[src/verilog/besl_map.svh]
// Offsets, bit positions, reset values and timing counts of the bus error status logger
`ifndef BESL_MAP_SVH
`define BESL_MAP_SVH

// Register offsets inside the node space
`define BESL_OFF_STATUS 8'h04
`define BESL_OFF_FADR 8'h08
`define BESL_OFF_EXT 8'h14
`define BESL_OFF_FAER 8'h2C

// Bit positions in bus_error_status, and of the lock flag in the extension register
`define BESL_ES 31
`define BESL_NODE_RESET_CMD 30
`define BESL_NODE_HALT_CMD 29
`define BESL_BAD 28
`define BESL_CC 27
`define BESL_WEI 25
`define BESL_IPE 24
`define BESL_PE 23
`define BESL_WSE 22
`define BESL_READ_DATA_NOACK 21
`define BESL_WRITE_DATA_NOACK 20
`define BESL_CRD 19
`define BESL_NRR 18
`define BESL_RSE 17
`define BESL_RER 16
`define BESL_COMMAND_NOACK 15
`define BESL_TTO 13
`define BESL_NODE_SPECIFIC_SUMMARY 12
`define BESL_ETF 11
`define BESL_STF 10
`define BESL_FAILING_MASTER_ID_LSB 4
`define BESL_FAILING_MASTER_ID_MSB 9
`define BESL_EXT_LOCK 1

// Field masks and reset values
`define BESL_W1C_MASK 32'h0BFFAC00
`define BESL_LOCK_MASK 32'h0017A000
`define BESL_W1C_RESET 32'h00000C00
`define BESL_EXT_MASK 32'h00000002

// Timing: times in their own unit, counts derived from the clock period
`define BESL_CLK_PERIOD_NS 40
`define BESL_TXN_TIMEOUT_NS 16000000
`define BESL_TXN_TIMEOUT_CYC (`BESL_TXN_TIMEOUT_NS / `BESL_CLK_PERIOD_NS)
`define BESL_SELFTEST_MAX_US 10000
`define BESL_SELFTEST_MAX_CYC ((`BESL_SELFTEST_MAX_US * 1000) / `BESL_CLK_PERIOD_NS)

`endif

[src/verilog/besl_pkg.sv]
// Types shared by the bus error status logger
`default_nettype none
package besl_pkg;

  typedef enum logic [0:0] {
    BESL_ST_RUN,
    BESL_ST_SELFTEST
  } besl_state_t;

  typedef struct packed {
    besl_state_t state;
    logic [23:0] st_cnt;
    logic node_reset_cmd;
    logic node_halt_cmd;
    logic bad_drv;
    logic [31:0] ber_w1c;
    logic [31:0] ext_w1c;
    logic [31:0] fadr;
    logic [31:0] faer;
    logic txn_busy;
    logic [19:0] txn_cnt;
    logic [31:0] rdata;
    logic rvalid;
    logic halt_req;
    logic hard_irq;
    logic bad_oe;
    logic bad_o;
    logic node_busy;
    logic dc_s1;
    logic dc_s2;
    logic bad_s1;
    logic bad_s2;
    logic hen_s1;
    logic hen_s2;
    logic [3:0] id_s1;
    logic [3:0] id_s2;
  } besl_regs_t;

endpackage
`default_nettype wire

[src/verilog/besl_logger.sv]
// Bus error status register, failing address logging and node reset control
`timescale 1ns/10ps
`default_nettype none
`include "besl_map.svh"

// What this block does
// - Summary bit is OR of all error flags
// - Node reset command reruns self-test, holds bad line
// - Power-up clears node reset bit; node reset keeps it
// - Halt command halts processor while halts enabled
// - Bad line bit reads wired line, drives contribution
// - Corrected confirmation error sets its flag
// - Write error vector sets flag and hard interrupt
// - Parity error with ACK sets inconsistent parity
// - Any bus parity error sets parity flag
// - Aborted own register write sets sequence flag
// - No-acked read data cycle sets its flag
// - Failed write data sets flag, timeout with retry
// - Corrected read response sets its flag
// - Missing read reply sets flag and timeout
// - Read sequence number mismatch sets its flag
// - Read error response sets its flag
// - Finally no-acked command sets its flag
// - Transaction timer expiry sets timeout flag
// - Node-specific summary is OR of extension flags
// - Test fail flags reset set, firmware clears them
// - Failing master id returns own slot number
// - Log address unless locking flags are set
module besl_logger
  import besl_pkg::*;
#(
  parameter int unsigned TXN_TIMEOUT_CYC = `BESL_TXN_TIMEOUT_CYC,
  parameter int unsigned SELFTEST_MAX_CYC = `BESL_SELFTEST_MAX_CYC
)
(
  input wire logic clk,
  input wire logic reset,
  input wire logic dc_low_line_n,
  input wire logic node_bad_line_in_n,
  input wire logic halt_enable,
  input wire logic [3:0] slot_id,
  input wire logic reg_wr,
  input wire logic reg_rd,
  input wire logic [7:0] reg_addr,
  input wire logic [31:0] reg_wdata,
  input wire logic selftest_pass,
  input wire logic txn_req,
  input wire logic txn_end,
  input wire logic txn_start,
  input wire logic [31:0] txn_cmd_addr,
  input wire logic [31:0] txn_ext_info,
  input wire logic ev_cnf_single,
  input wire logic ev_wei_implied_vector_intr,
  input wire logic ev_parity_err,
  input wire logic ev_cnf_ack,
  input wire logic ev_csr_write_abort,
  input wire logic ev_read_data_noack,
  input wire logic ev_write_noack_final,
  input wire logic retry_enable,
  input wire logic ev_crd_resp,
  input wire logic ev_no_read_reply,
  input wire logic seq_valid,
  input wire logic [3:0] seq_rx,
  input wire logic [3:0] seq_exp,
  input wire logic ev_read_err_resp,
  input wire logic ev_cmd_noack_final,
  input wire logic ev_ext_lock,
  output logic [31:0] reg_rdata,
  output logic reg_rvalid,
  output logic node_bad_line_o,
  output logic node_bad_line_oe,
  output logic node_busy,
  output logic halt_request,
  output logic hard_err_irq
);

  localparam besl_regs_t BESL_INIT = '{
    state: BESL_ST_SELFTEST,
    bad_drv: 1'b1,
    ber_w1c: `BESL_W1C_RESET,
    bad_oe: 1'b1,
    node_busy: 1'b1,
    default: '0
  };

  besl_regs_t s;
  besl_regs_t next_s;
  logic reinit;
  logic es_now;
  logic node_specific_summary_now;
  logic locked;
  logic [31:0] status_view;
  logic [31:0] set_vec;
  logic [31:0] clr_vec;
  logic [31:0] ext_set;
  logic [31:0] ext_clr;
  logic wr_status;
  logic wr_ext;

  ////////////////////////////////////////////////////////////////////////
  // Next-state logic

  always_comb
  begin
    next_s = s;
    wr_status = reg_wr && (reg_addr == `BESL_OFF_STATUS);
    wr_ext = reg_wr && (reg_addr == `BESL_OFF_EXT);
    node_specific_summary_now = |(s.ext_w1c & `BESL_EXT_MASK);
    es_now = (|(s.ber_w1c & `BESL_W1C_MASK)) | node_specific_summary_now;
    locked = (|(s.ber_w1c & `BESL_LOCK_MASK)) | s.ext_w1c[`BESL_EXT_LOCK];

    status_view = '0;
    status_view = s.ber_w1c & `BESL_W1C_MASK;
    status_view[`BESL_ES] = es_now;
    status_view[`BESL_NODE_RESET_CMD] = s.node_reset_cmd;
    status_view[`BESL_NODE_HALT_CMD] = s.node_halt_cmd;
    status_view[`BESL_BAD] = ~s.bad_s2;
    status_view[`BESL_NODE_SPECIFIC_SUMMARY] = node_specific_summary_now;
    status_view[`BESL_FAILING_MASTER_ID_MSB:`BESL_FAILING_MASTER_ID_LSB] = {2'h0, s.id_s2};

    // Hardware events; each set outranks a clear in the same cycle
    set_vec = '0;
    set_vec[`BESL_CC] = ev_cnf_single;
    set_vec[`BESL_WEI] = ev_wei_implied_vector_intr;
    set_vec[`BESL_IPE] = ev_parity_err && ev_cnf_ack;
    set_vec[`BESL_PE] = ev_parity_err;
    set_vec[`BESL_WSE] = ev_csr_write_abort;
    set_vec[`BESL_READ_DATA_NOACK] = ev_read_data_noack;
    set_vec[`BESL_WRITE_DATA_NOACK] = ev_write_noack_final;
    set_vec[`BESL_CRD] = ev_crd_resp;
    set_vec[`BESL_NRR] = ev_no_read_reply;
    set_vec[`BESL_RSE] = seq_valid && (seq_rx != seq_exp);
    set_vec[`BESL_RER] = ev_read_err_resp;
    set_vec[`BESL_COMMAND_NOACK] = ev_cmd_noack_final;
    set_vec[`BESL_TTO] = ev_no_read_reply
      || (ev_write_noack_final && retry_enable)
      || (s.txn_busy && (s.txn_cnt == 20'(TXN_TIMEOUT_CYC - 1)));
    clr_vec = wr_status ? (reg_wdata & `BESL_W1C_MASK) : '0;
    ext_set = '0;
    ext_set[`BESL_EXT_LOCK] = ev_ext_lock;
    ext_clr = wr_ext ? (reg_wdata & `BESL_EXT_MASK) : '0;

    for (int i = 0; i < 32; i++)
    begin
      next_s.ber_w1c[i] = set_vec[i] | (s.ber_w1c[i] & ~clr_vec[i]);
      next_s.ext_w1c[i] = ext_set[i] | (s.ext_w1c[i] & ~ext_clr[i]);
    end

    if (wr_status)
    begin
      next_s.node_halt_cmd = reg_wdata[`BESL_NODE_HALT_CMD];
      next_s.bad_drv = reg_wdata[`BESL_BAD];
    end

    // Transaction timer runs from bus request to end of transaction
    if (txn_req)
    begin
      next_s.txn_busy = 1'b1;
      next_s.txn_cnt = '0;
    end
    else if (txn_end || (s.txn_busy && (s.txn_cnt == 20'(TXN_TIMEOUT_CYC - 1))))
    begin
      next_s.txn_busy = 1'b0;
    end
    else if (s.txn_busy)
    begin
      next_s.txn_cnt = s.txn_cnt + 20'h00001;
    end

    // Locking checks the flags as they stand when the transaction begins
    if (txn_start && !locked)
    begin
      next_s.fadr = txn_cmd_addr;
      next_s.faer = txn_ext_info;
    end

    unique case (s.state)
      BESL_ST_RUN:
      begin
        next_s.st_cnt = '0;
      end
      BESL_ST_SELFTEST:
      begin
        next_s.st_cnt = s.st_cnt + 24'h000001;
        if (selftest_pass || (s.st_cnt == 24'(SELFTEST_MAX_CYC - 1)))
        begin
          next_s.state = BESL_ST_RUN;
        end
      end
    endcase

    next_s.rvalid = reg_rd;
    next_s.rdata = '0;
    if (reg_rd)
    begin
      unique case (reg_addr)
        `BESL_OFF_STATUS: next_s.rdata = status_view;
        `BESL_OFF_FADR: next_s.rdata = s.fadr;
        `BESL_OFF_FAER: next_s.rdata = s.faer;
        `BESL_OFF_EXT: next_s.rdata = s.ext_w1c & `BESL_EXT_MASK;
        default: next_s.rdata = '0;
      endcase
    end

    next_s.halt_req = s.node_halt_cmd && s.hen_s2;
    next_s.hard_irq = ev_wei_implied_vector_intr;

    // Node reset re-runs the power-up sequence but keeps its own bit set
    reinit = !s.dc_s2 || (wr_status && reg_wdata[`BESL_NODE_RESET_CMD]);
    if (reinit)
    begin
      next_s = BESL_INIT;
      next_s.node_reset_cmd = s.dc_s2;
      next_s.rvalid = reg_rd;
    end

    // Self-test keeps the bad line asserted and blocks outgoing accesses
    next_s.node_busy = (next_s.state == BESL_ST_SELFTEST);
    next_s.bad_oe = next_s.bad_drv || next_s.node_busy;
    next_s.bad_o = 1'b0;

    // Synchronisers for pins
    next_s.dc_s1 = dc_low_line_n;
    next_s.dc_s2 = s.dc_s1;
    next_s.bad_s1 = node_bad_line_in_n;
    next_s.bad_s2 = s.bad_s1;
    next_s.hen_s1 = halt_enable;
    next_s.hen_s2 = s.hen_s1;
    next_s.id_s1 = slot_id;
    next_s.id_s2 = s.id_s1;
  end

  ////////////////////////////////////////////////////////////////////////
  // State register

  always_ff @(posedge clk)
  begin
    if (reset)
    begin
      s <= BESL_INIT;
      // Line levels settle as if idle so reset is not mistaken for power-up
      s.dc_s1 <= 1'b1;
      s.dc_s2 <= 1'b1;
      s.bad_s1 <= 1'b1;
      s.bad_s2 <= 1'b1;
    end
    else
    begin
      s <= next_s;
    end
  end

  assign reg_rdata = s.rdata;
  assign reg_rvalid = s.rvalid;
  assign node_bad_line_o = s.bad_o;
  assign node_bad_line_oe = s.bad_oe;
  assign node_busy = s.node_busy;
  assign halt_request = s.halt_req;
  assign hard_err_irq = s.hard_irq;
endmodule
`default_nettype wire

[config.mk]
export PLATFORM = sky130hd
export DESIGN_NAME = besl_logger
export DESIGN_NICKNAME = d
export VERILOG_FILES = /design/src/verilog/besl_pkg.sv /design/src/verilog/besl_logger.sv
export VERILOG_INCLUDE_DIRS = /design/src /design/src/verilog
export SDC_FILE = /design/constraint.sdc
export NUM_CORES = 1
export LEC_CHECK = 0
export ABC_AREA = 1
export BUFFER_PORTS_ARGS = -buffer_cell sky130_fd_sc_hd__buf_2
export CORE_MARGIN = 4
export CORE_UTILIZATION = 25
export CTS_CLUSTER_SIZE = 12
export DETAILED_ROUTE_END_ITERATION = 8
export MAX_ROUTING_LAYER = met4
export SLEW_MARGIN = 20
export SYNTH_ARGS = -nofsm -noshare
export SYNTH_HDL_FRONTEND = slang
export SYNTH_SLANG_ARGS = --single-unit
export TNS_END_PERCENT = 10
[constraint.sdc]
create_clock -name clk -period 2 [get_ports clk]
set_input_delay 0.2 -clock clk [delete_from_list [all_inputs] [get_ports clk]]
set_output_delay 0.2 -clock clk [all_outputs]
set_load 0.1 [all_outputs]
==> results.py, run 1 <==
metrics = {
    "drt": {
        "first_pass_iters": 5,
        "drc": 0,
        "drt-total-wl_um": 23300,
        "drt_iter0_drc": 510,
        "vias": 7172,
        "wire_per_inst_um": 14.1,
        "drt-vias-per-instance": 4.34,
        "ant_nets": 0,
    },
    "timing": {
        "rsz0062_at_grt": "false",
        "worstMarginPinSlew_ns": 0.525,
        "fin_tns_setup_ns": 0,
        "fmax_mhz": 565,
        "hold_viol_final": 0,
        "final_max_slew_viol_count": 0,
        "skew_ns": 0.0248,
        "period_minus_slack_ns": 1.77,
        "slew_headroom": 0.652,
        "setup_violations": 0,
        "post-route-period-util": 0.885,
    },
    "global_route": {
        "grt_pass1_wl_um": 36400,
        "antenna_found_initial": 4,
        "track_usage": 0.141,
        "globalRouteOverflowTotal": 0,
        "grt_pass1_vias": 6820,
        "grt_max_degree": 81,
    },
    "setup_path": {
        "arrival_ns": 2.10,
        "worstPathRequired_ns": 2.33,
        "crit_fanout": 5,
        "end_kind": "register",
        "worstSetupStartpointType": "register",
        "worstSetupPathType": "reg -> reg",
    },
    "cells_and_area": {
        "fin_area_um2": 9610,
        "fin_nets": 1387,
        "syn2layout_area_growth_pct": 25.4,
        "final_layout_size_suffix_gt1_frac": 0.185,
        "post-route-util": 0.321,
        "most-common-layout-cells": "nand2_1 (355), dfxtp_1 (179), buf_2 (164)",
        "layout_commonest_cell": "nand2_1",
        "fin_cells": 1651,
    },
    "synth": {
        "syn_area_um2": 7660,
        "synth_area_leaders": "dfxtp_1 (47%), nand2_1 (17%), a21oi_1 (8.0%)",
        "synthArstFlopShare": 0,
        "synth_top_cell_area_share": 0.468,
        "syn-num-nets": 1237,
        "ys_seq_elements": 179,
        "yosysTopAreaCell": "dfxtp_1",
        "ys_seq_area_frac": 0.468,
        "syn_area_per_cell_um2": 7.00,
        "synth_top_flop_cell": "dfxtp_1",
        "synth.distinct_cells": 30,
        "netlist_instances": 1094,
        "ys_warn_count": 0,
        "synth_edf_count": 0,
    },
    "power_and_ir_drop": {
        "clkPwrFrac": 0.460,
        "total_power_mw": 7.80,
        "combPwrFrac": 0.067,
        "pwr-share-seq": 0.473,
        "p_leak_nw": 3.91,
        "switchingPower_mw": 1.88,
        "powerDensity_nw_per_um2": 812,
        "ir_drop_uv": 575,
        "p_int_mw": 5.92,
        "p_sw_frac": 0.241,
    },
    "placed_design": {
        "portBuffers": 164,
        "placed_cell_area_um2": 8760,
        "gp_congestion": 0.877,
        "placed_cells": 1594,
        "dp.final_hpwl_um": 16800,
    },
    "clocking": {
        "clock_latency_ns": 0.43,
        "numCtsBuffers": 17,
        "cts_tree": "done",
        "postCtsSetupRepairBufs": 0,
        "cts_num_sinks": 179,
        "cts-root-buf": "clkbuf_16",
        "clk_pin_slew_ns": 0.08,
        "ctsLongestPathBuffers": 2,
        "htree_levels": 4,
    },
    "die": {
        "die_height_um": 183,
        "die_area_um2": 33500,
        "rows": 63,
        "io_pins": 179,
        "start_util": 0.256,
        "coreArea_um2": 30000,
        "die_w_um": 183,
    },
    "status": {
        "status": "finished, final reports clean",
    },
    "job": {
        "cap_violations": 0,
    },
    "worst_hold_path": {
        "hp-class": "in -> reg",
    },
}
==> critical path: stages, from the launching register on <==
cell and delay (ns):
dfxtp_1 0.38, ha_1 0.19, nand3_1 0.24, nor2_1 0.23, nand2_1 0.09, nor2_1 0.18, nand2_1 0.08, nor2_1 0.14
nand2_1 0.06, nand2_1 0.06, nor2_1 0.04
==> power by group through the flow <==
stage          combinational [mW]  sequential [mW]  clock, mW
6_report                    0.525             3.69       3.59
3_3_place_gp                0.498             3.77          0
3_5_place_dp                0.499             3.77          0
4_1_cts                     0.532             3.69       3.70
5_1_grt                     0.580             3.70       3.85
2_1_floorplan               0.234             3.78          0
==> cell usage after synthesis (10+ instances only) <==
| cell type | number |
|---|---|
| a21oi_1 | 123 |
| buf_2 | 23 |
| nand4_1 | 12 |
| nand3_1 | 50 |
| nor3_1 | 12 |
| buf_4 | 41 |
| inv_1 | 82 |
| clkbuf_1 | 10 |
| nor2_1 | 152 |
| dfxtp_1 | 179 |
| xor2_1 | 11 |
| nand2_1 | 355 |
==> layer usage <==
metal  global-route usage  vias up  share of wire
met4               0.0313        0         0.0087
met3               0.0327       10          0.060
met2                0.224      221           0.47
met1                0.185     3241           0.46
li1                     -     3700              -
met5                    -        -              0
==> final timing paths <==
check                   from    end  slack [ns]  depth (start not counted)
min          txn_ext_info[3]  s[76]        0.01                          3
max                    s[52]  s[70]        0.23                         10
min reg2reg        next_s[3]   s[3]        0.40                          2
max reg2reg            s[52]  s[70]        0.23                         10
==> registers in the layout, summed over array words and instances (netlist names) <==
register                   flops
reg_rvalid                     1
next_s                         7
halt_request                   1
reg_rdata                     32
s                            135
node_specific_summary_now      1
node_bad_line_oe               1
hard_err_irq                   1
==> logic make-up (layout without fill, tap and decap cells) <==
| kind of cell | Yosys count | count (layout) | synth area share |
|---|---|---|---|
| XOR/XNOR | 20 | 20 | 0.0229 |
| adder cells (fa/ha/maj) | 2 | 2 | 0.00327 |
| other | 1 | 5 | 0.000489 |
| flip-flops | 179 | 179 | 0.468 |
| AO/OA/AOI/OAI | 134 | 134 | 0.0883 |
| AND/OR/NAND/NOR | 598 | 598 | 0.315 |
| buffers and inverters | 160 | 323 | 0.102 |
==> stage by stage <==
stage	setup slack (ns)	hold WS, ns
floorplan	0.442	0.283
global placement	0.257	0.387
detailed placement	0.209	0.392
CTS	0.173	0.0000482
global route	0.000307	0.000975
finish	0.230	0.0123
==> repair_timing <==
action                                  in CTS  in global routing
endpoints found under the setup margin       0                  6
endpoints found under the hold margin       21                  0
hold buffers                                21                  0
resized for setup                            0                  1
==> layout make-up <==
class                   count  area, um2
repair buffers            205       1270
inverters                  86        323
flip-flops and latches    179       3580
fillers                  3242      20300
well taps                 390        488
diodes                      4       10.0
clock buffers              21        460
clock inverters            11        165
multi-input cells         755       3310
No activity file was read; power rests on OpenSTA's default activity.
==> run 2: changes to the inputs <==
Settings changed: ABC_AREA 1 to unset.
==> run 2 against run 1 <==
  * Power down 2.3%
  * Via count down 12%
  * Non-clock buffer count grew 25
  * Sequential power is essentially flat
  * Die area is 5.6% lower
  * Highest routed layer unchanged
==> results.py, run 2 <==
metrics = {
    "global_route": {
        "busiest_layer": "met2",
        "globalRouteOverflowTotal": 0,
        "use_met1": 0.166,
        "grtUsageMet3": 0.0228,
        "use_met2": 0.229,
        "grt_pass1_wl_um": 32100,
        "grt_pass1_vias": 6140,
        "grt_max_degree": 65,
        "track_usage": 0.134,
        "antenna_found_initial": 0,
    },
    "synth": {
        "synth_top_cell_area_share": 0.497,
        "syn_area_um2": 7220,
        "yosys-top-cells-count": "dfxtp_1 (179), nand2_1 (176), a21oi_1 (93)",
        "synth_top_flop_cell": "dfxtp_1",
        "yosysTopAreaCell": "dfxtp_1",
        "netlist_instances": 850,
        "ys_warn_count": 0,
        "syn-num-nets": 993,
        "synth_edf_count": 0,
        "synth.distinct_cells": 47,
        "synth.most_common_cell": "dfxtp_1",
        "synth_area_leaders": "dfxtp_1 (50%), nand2_1 (9.2%), a21oi_1 (6.4%)",
        "syn_area_per_cell_um2": 8.49,
        "synthArstFlopShare": 0,
        "ys_seq_area_frac": 0.497,
        "ys_seq_elements": 179,
    },
    "setup_path": {
        "worstPathRequired_ns": 2.31,
        "worstSetupStartpointType": "register",
        "slowest_stage": "or4b_2",
        "rr_worst_depth": 6,
        "r2r-start": "s[59]",
        "r2r-end": "s[52]",
        "path_cells": "or4b_2 -> nor3_4 -> buf_4 -> a21oi_1 -> xnor2_1 -> nor2_1",
        "r2r_slack_ns": 0.08,
        "crit_fanout": 4,
        "arrival_ns": 2.23,
        "max_stage_delay_ns": 0.73,
        "worstSetupPathType": "reg -> reg",
        "end_kind": "register",
    },
    "cells_and_area": {
        "fin_cells": 1410,
        "fin_nets": 1162,
        "largest_reg_flops": 135,
        "largest-register": "s",
        "layout_commonest_cell": "dfxtp_1",
        "fillCellCount": 2943,
        "most-common-layout-cells": "dfxtp_1 (179), nand2_1 (175), buf_2 (164)",
        "syn2layout_area_growth_pct": 30.4,
        "final_layout_size_suffix_gt1_frac": 0.246,
        "n_antenna_cell": 0,
    },
    "drt": {
        "drt-total-wl_um": 20800,
        "drt_iter0_drc": 237,
        "drc": 0,
        "wire_per_inst_um": 14.7,
        "drt-vias-per-instance": 4.48,
        "ant_nets": 0,
        "vias": 6312,
        "first_pass_iters": 6,
    },
    "worst_hold_path": {
        "hold_end": "next_s[8]",
        "hp-start": "halt_enable",
        "min_path_cells": 2,
        "hp-class": "in -> reg",
    },
    "clocking": {
        "htree_levels": 4,
        "clk_pin_slew_ns": 0.07,
        "cts_tree": "done",
        "numCtsBuffers": 17,
        "cts_num_sinks": 179,
        "postCtsSetupRepairBufs": 0,
        "ctsLongestPathBuffers": 2,
        "clock_latency_ns": 0.42,
        "cts-root-buf": "clkbuf_16",
    },
    "timing": {
        "hold_viol_final": 0,
        "slew_headroom": 0.590,
        "skew_ns": 0.0141,
        "whs_ns": 0.00919,
        "setup_violations": 0,
        "post-route-period-util": 0.961,
        "fmax_mhz": 520,
        "final_max_slew_viol_count": 0,
        "worstMarginPinSlew_ns": 0.610,
        "rsz0062_at_grt": "true",
        "period_minus_slack_ns": 1.92,
    },
    "power_and_ir_drop": {
        "ir_drop_uv": 486,
        "p_leak_nw": 3.53,
        "powerDensity_nw_per_um2": 810,
    },
    "die": {
        "die_w_um": 178,
        "io_pins": 179,
        "start_util": 0.256,
        "die_height_um": 178,
        "die_area_um2": 31700,
        "coreArea_um2": 28200,
        "rows": 61,
    },
    "job": {
        "cap_violations": 0,
    },
    "placed_design": {
        "dp.final_hpwl_um": 15000,
        "portBuffers": 164,
        "placed_cells": 1349,
        "gp_congestion": 0.840,
    },
    "status": {
        "status": "finished, final reports clean",
    },
}
-- run 2: how the worst max path moves through the flow --
stage	slack (ns)	startpoint	to	cells past startpoint
final	0.08	s[59]	s[52]	6
after global routing	-0.03	s[52]	s[68]	5
after CTS	0.02	s[59]	s[52]	6
after detailed placement	0.04	s[59]	s[52]	6
after global placement	0.09	s[59]	s[53]	6
after floorplan	0.23	s[59]	s[53]	6
-- run 2: stage by stage --
| stage | power (mW) | utilization | area [um2] | setup WS (ns) | setup TNS [ns] |
|---|---|---|---|---|---|
| CTS | 7.73 | 0.332 | 9360 | 0.0244 | 0 |
| global placement | 4.26 | 0.301 | 8490 | 0.0880 | 0 |
| global route | 7.95 | 0.334 | 9410 | -0.0346 | -0.0466 |
| finish | 7.62 | 0.334 | 9410 | 0.0775 | 0 |
| floorplan | 3.99 | - | 7220 | 0.227 | 0 |
| detailed placement | 4.26 | 0.301 | 8490 | 0.0407 | 0 |
-- run 2: cell type report --
type / instances / area, um2 / share of cell area
clock inverters: 15 / 169 / 0.0180
clock buffers: 17 / 425 / 0.0452
well taps: 378 / 473 / 0.0503
inverters: 5 / 18.8 / 0.00199
repair buffers: 230 / 1530 / 0.163
multi-input cells: 586 / 3210 / 0.341
flip-flops and latches: 179 / 3580 / 0.381
-- run 2: power breakdown --
part	internal, mW	switching, mW	leakage (nW)	total (mW)
registers	3.64	0.0496	1.45	3.69
logic	0.241	0.291	1.79	0.532
clock network	1.88	1.52	0.289	3.41
-- run 2: kinds of logic after synthesis --
logic type	share of synthesized area
compound gates	0.152
xor+xnor	0.0400
fa+ha+maj	0.00347
buf+inv	0.0674
flops	0.497
mux	0.00416
other cells	0.000520
simple gates	0.236
-- run 2: critical path: cells and delay by family, from the launching register on --
kind	cells	cell delay (ns)
AO/OA/AOI/OAI	1	0.11
AND/OR/NAND/NOR	3	1.04
XOR/XNOR	1	0.19
buffers and inverters	1	0.17
flip-flops	1	0.31
-- run 2: layer usage --
layer	vias to the layer above	share of wire
met3	4	0.041
li1	3219	-
met4	0	0.0059
met5	-	0
met1	2955	0.46
met2	134	0.50
-- run 2: timing repair --
action / 4_1_cts / 5_1_grt
resized for setup: 0 / 9
endpoints found under the setup margin: 0 / 55
hold buffers: 28 / 1
endpoints found under the hold margin: 29 / 1
==> run 3: changes to the inputs <==
Settings changed: BUFFER_PORTS_ARGS -buffer_cell sky130_fd_sc_hd__buf_2 to -buffer_cell sky130_fd_sc_hd__buf_4.
==> run 3 against run 2 <==
  * Wire length rose by 2.2%
  * First-iteration DRC count rose by 7.2%
  * Non-clock buffer count fell by 5
  * Sequential power barely moved
  * Hold slack improved by 0.011 ns
  * Fmax fell by 0.32%
  * Die area did not move
  * Utilization rose by 1.2 points
  * Register-to-register slack barely moved
  * Sequential cell count did not move
  * Clock skew fell by 0.0053 ns
  * Clock-buffer cell count rose by 2
==> results.py, run 3 (synthesis results as in run 2) <==
metrics = {
    "status": {
        "status": "finished, final reports clean",
    },
    "setup_path": {
        "worstSetupStartpointType": "register",
        "worstSetupPathType": "reg -> reg",
        "r2r_slack_ns": 0.07,
        "path_cells": "or4_1 -> nor4_2 -> buf_4 -> nand3_1 -> o41ai_1 -> buf_4 -> a21oi_1",
        "worstPathRequired_ns": 2.32,
        "max_stage_delay_ns": 0.53,
        "arrival_ns": 2.25,
        "crit_family": "simple AND/OR/NAND/NOR gates",
        "slowest_stage": "or4_1",
        "path_buf_inv": 2,
        "end_kind": "register",
        "r2r-end": "reg_rdata[31]",
        "cp_common_cell": "buf_4",
        "crit_fanout": 3,
        "rr_worst_depth": 7,
        "r2r-start": "s[187]",
    },
    "clocking": {
        "cts_tree": "done",
        "htree_levels": 4,
        "postCtsSetupRepairBufs": 0,
        "cts-root-buf": "clkbuf_16",
        "clk_pin_slew_ns": 0.07,
        "cts_num_sinks": 179,
        "numCtsBuffers": 17,
        "ctsLongestPathBuffers": 2,
        "clock_latency_ns": 0.42,
    },
    "cells_and_area": {
        "largest-register": "s",
        "n_antenna_cell": 0,
        "fillCellCount": 2914,
        "fin_area_um2": 9750,
        "layout_commonest_cell": "buf_4",
        "largest_reg_flops": 135,
        "final_layout_size_suffix_gt1_frac": 0.243,
        "seqCellArea_um2": 3580,
        "multi_input_area_um2": 3180,
        "fin_cells": 1405,
        "syn2layout_area_growth_pct": 35.1,
        "fin_nets": 1157,
        "most-common-layout-cells": "buf_4 (192), dfxtp_1 (179), nand2_1 (175)",
        "post-route-util": 0.346,
    },
    "drt": {
        "dr_wl_met2_um": 10300,
        "drt-total-wl_um": 21200,
        "wirelength_met1_um": 9650,
        "wl_met3_um": 972,
        "routed.top_layer": "met4",
        "drc": 0,
        "wire_per_inst_um": 15.1,
        "vias": 6283,
        "drt_iter0_drc": 254,
        "ant_nets": 0,
        "drt-vias-per-instance": 4.47,
        "first_pass_iters": 7,
    },
    "die": {
        "start_util": 0.256,
        "coreArea_um2": 28200,
        "die_height_um": 178,
        "rows": 61,
        "die_w_um": 178,
        "io_pins": 179,
        "die_area_um2": 31700,
    },
    "timing": {
        "period_minus_slack_ns": 1.93,
        "whs_ns": 0.0199,
        "fin_tns_setup_ns": 0,
        "post-route-period-util": 0.964,
        "fmax_mhz": 519,
        "setup_violations": 0,
        "setup_slack_ns": 0.0714,
        "final_max_slew_viol_count": 0,
        "skew_ns": 0.00876,
        "rsz0062_at_grt": "true",
        "slew_headroom": 0.652,
        "hold_viol_final": 0,
        "worstMarginPinSlew_ns": 0.509,
    },
    "global_route": {
        "grt_pass1_wl_um": 32300,
        "antenna_found_initial": 0,
        "grt_pass1_vias": 6045,
        "globalRouteOverflowTotal": 0,
        "track_usage": 0.135,
        "grt_max_degree": 62,
    },
    "worst_hold_path": {
        "hp-class": "in -> reg",
        "min_path_cells": 3,
        "hold_end": "s[108]",
        "hp-start": "txn_cmd_addr[3]",
    },
    "placed_design": {
        "gp_congestion": 0.802,
        "dp.final_hpwl_um": 15100,
        "pre_cts_ws_ns": 0.0294,
        "placed_cell_area_um2": 8900,
        "portBuffers": 164,
        "placed_cells": 1351,
    },
    "power_and_ir_drop": {
        "p_leak_nw": 3.63,
        "powerDensity_nw_per_um2": 798,
        "total_power_mw": 7.78,
        "ir_drop_uv": 499,
    },
    "job": {
        "cap_violations": 0,
    },
}
==> run 3: power by group <==
group	switching, mW	total, mW	internal [mW]
clock	1.50	3.50	1.99
combinational	0.292	0.601	0.309
sequential	0.0490	3.69	3.64
==> run 3: worst max path at each step <==
stage                      from       endpoint  slack [ns]  cells past startpoint
floorplan                 s[59]          s[53]        0.23                      6
global placement    reg_addr[3]         s[193]        0.05                      8
detailed placement  reg_addr[3]         s[193]        0.03                      8
CTS                      s[187]         s[105]        0.04                      7
global route              s[59]          s[65]       -0.02                      7
finish                   s[187]  reg_rdata[31]        0.07                      7
==> run 3: layout make-up <==
type	count	area share
tap	378	0.0485
timing repair buffer	225	0.194
clock inverter	13	0.0176
inverter	5	0.00193
clock buffer	19	0.0444
sequential	179	0.368
multi-input combinational	586	0.326
==> run 3: metal layers <==
metal	vias to the layer above	GRT usage
li1	3203	-
met1	2920	0.170
met2	142	0.220
met3	18	0.0262
met4	0	0.0419
met5	-	-
==> run 3: tightest hold or removal path, delay by kind of cell <==
kind | cells | cell delay [ns]
AOI/OAI and AO/OA | 1 | 0.05
buffers and inverters | 1 | 0.11
and+or+nand+nor | 1 | 0.05
==> run 3: repair_timing <==
action | CTS | global route
gates resized for setup | 0 | 3
hold buffers | 20 | 1
endpoints found under the setup margin | 0 | 27
hold endpoints to repair | 21 | 1
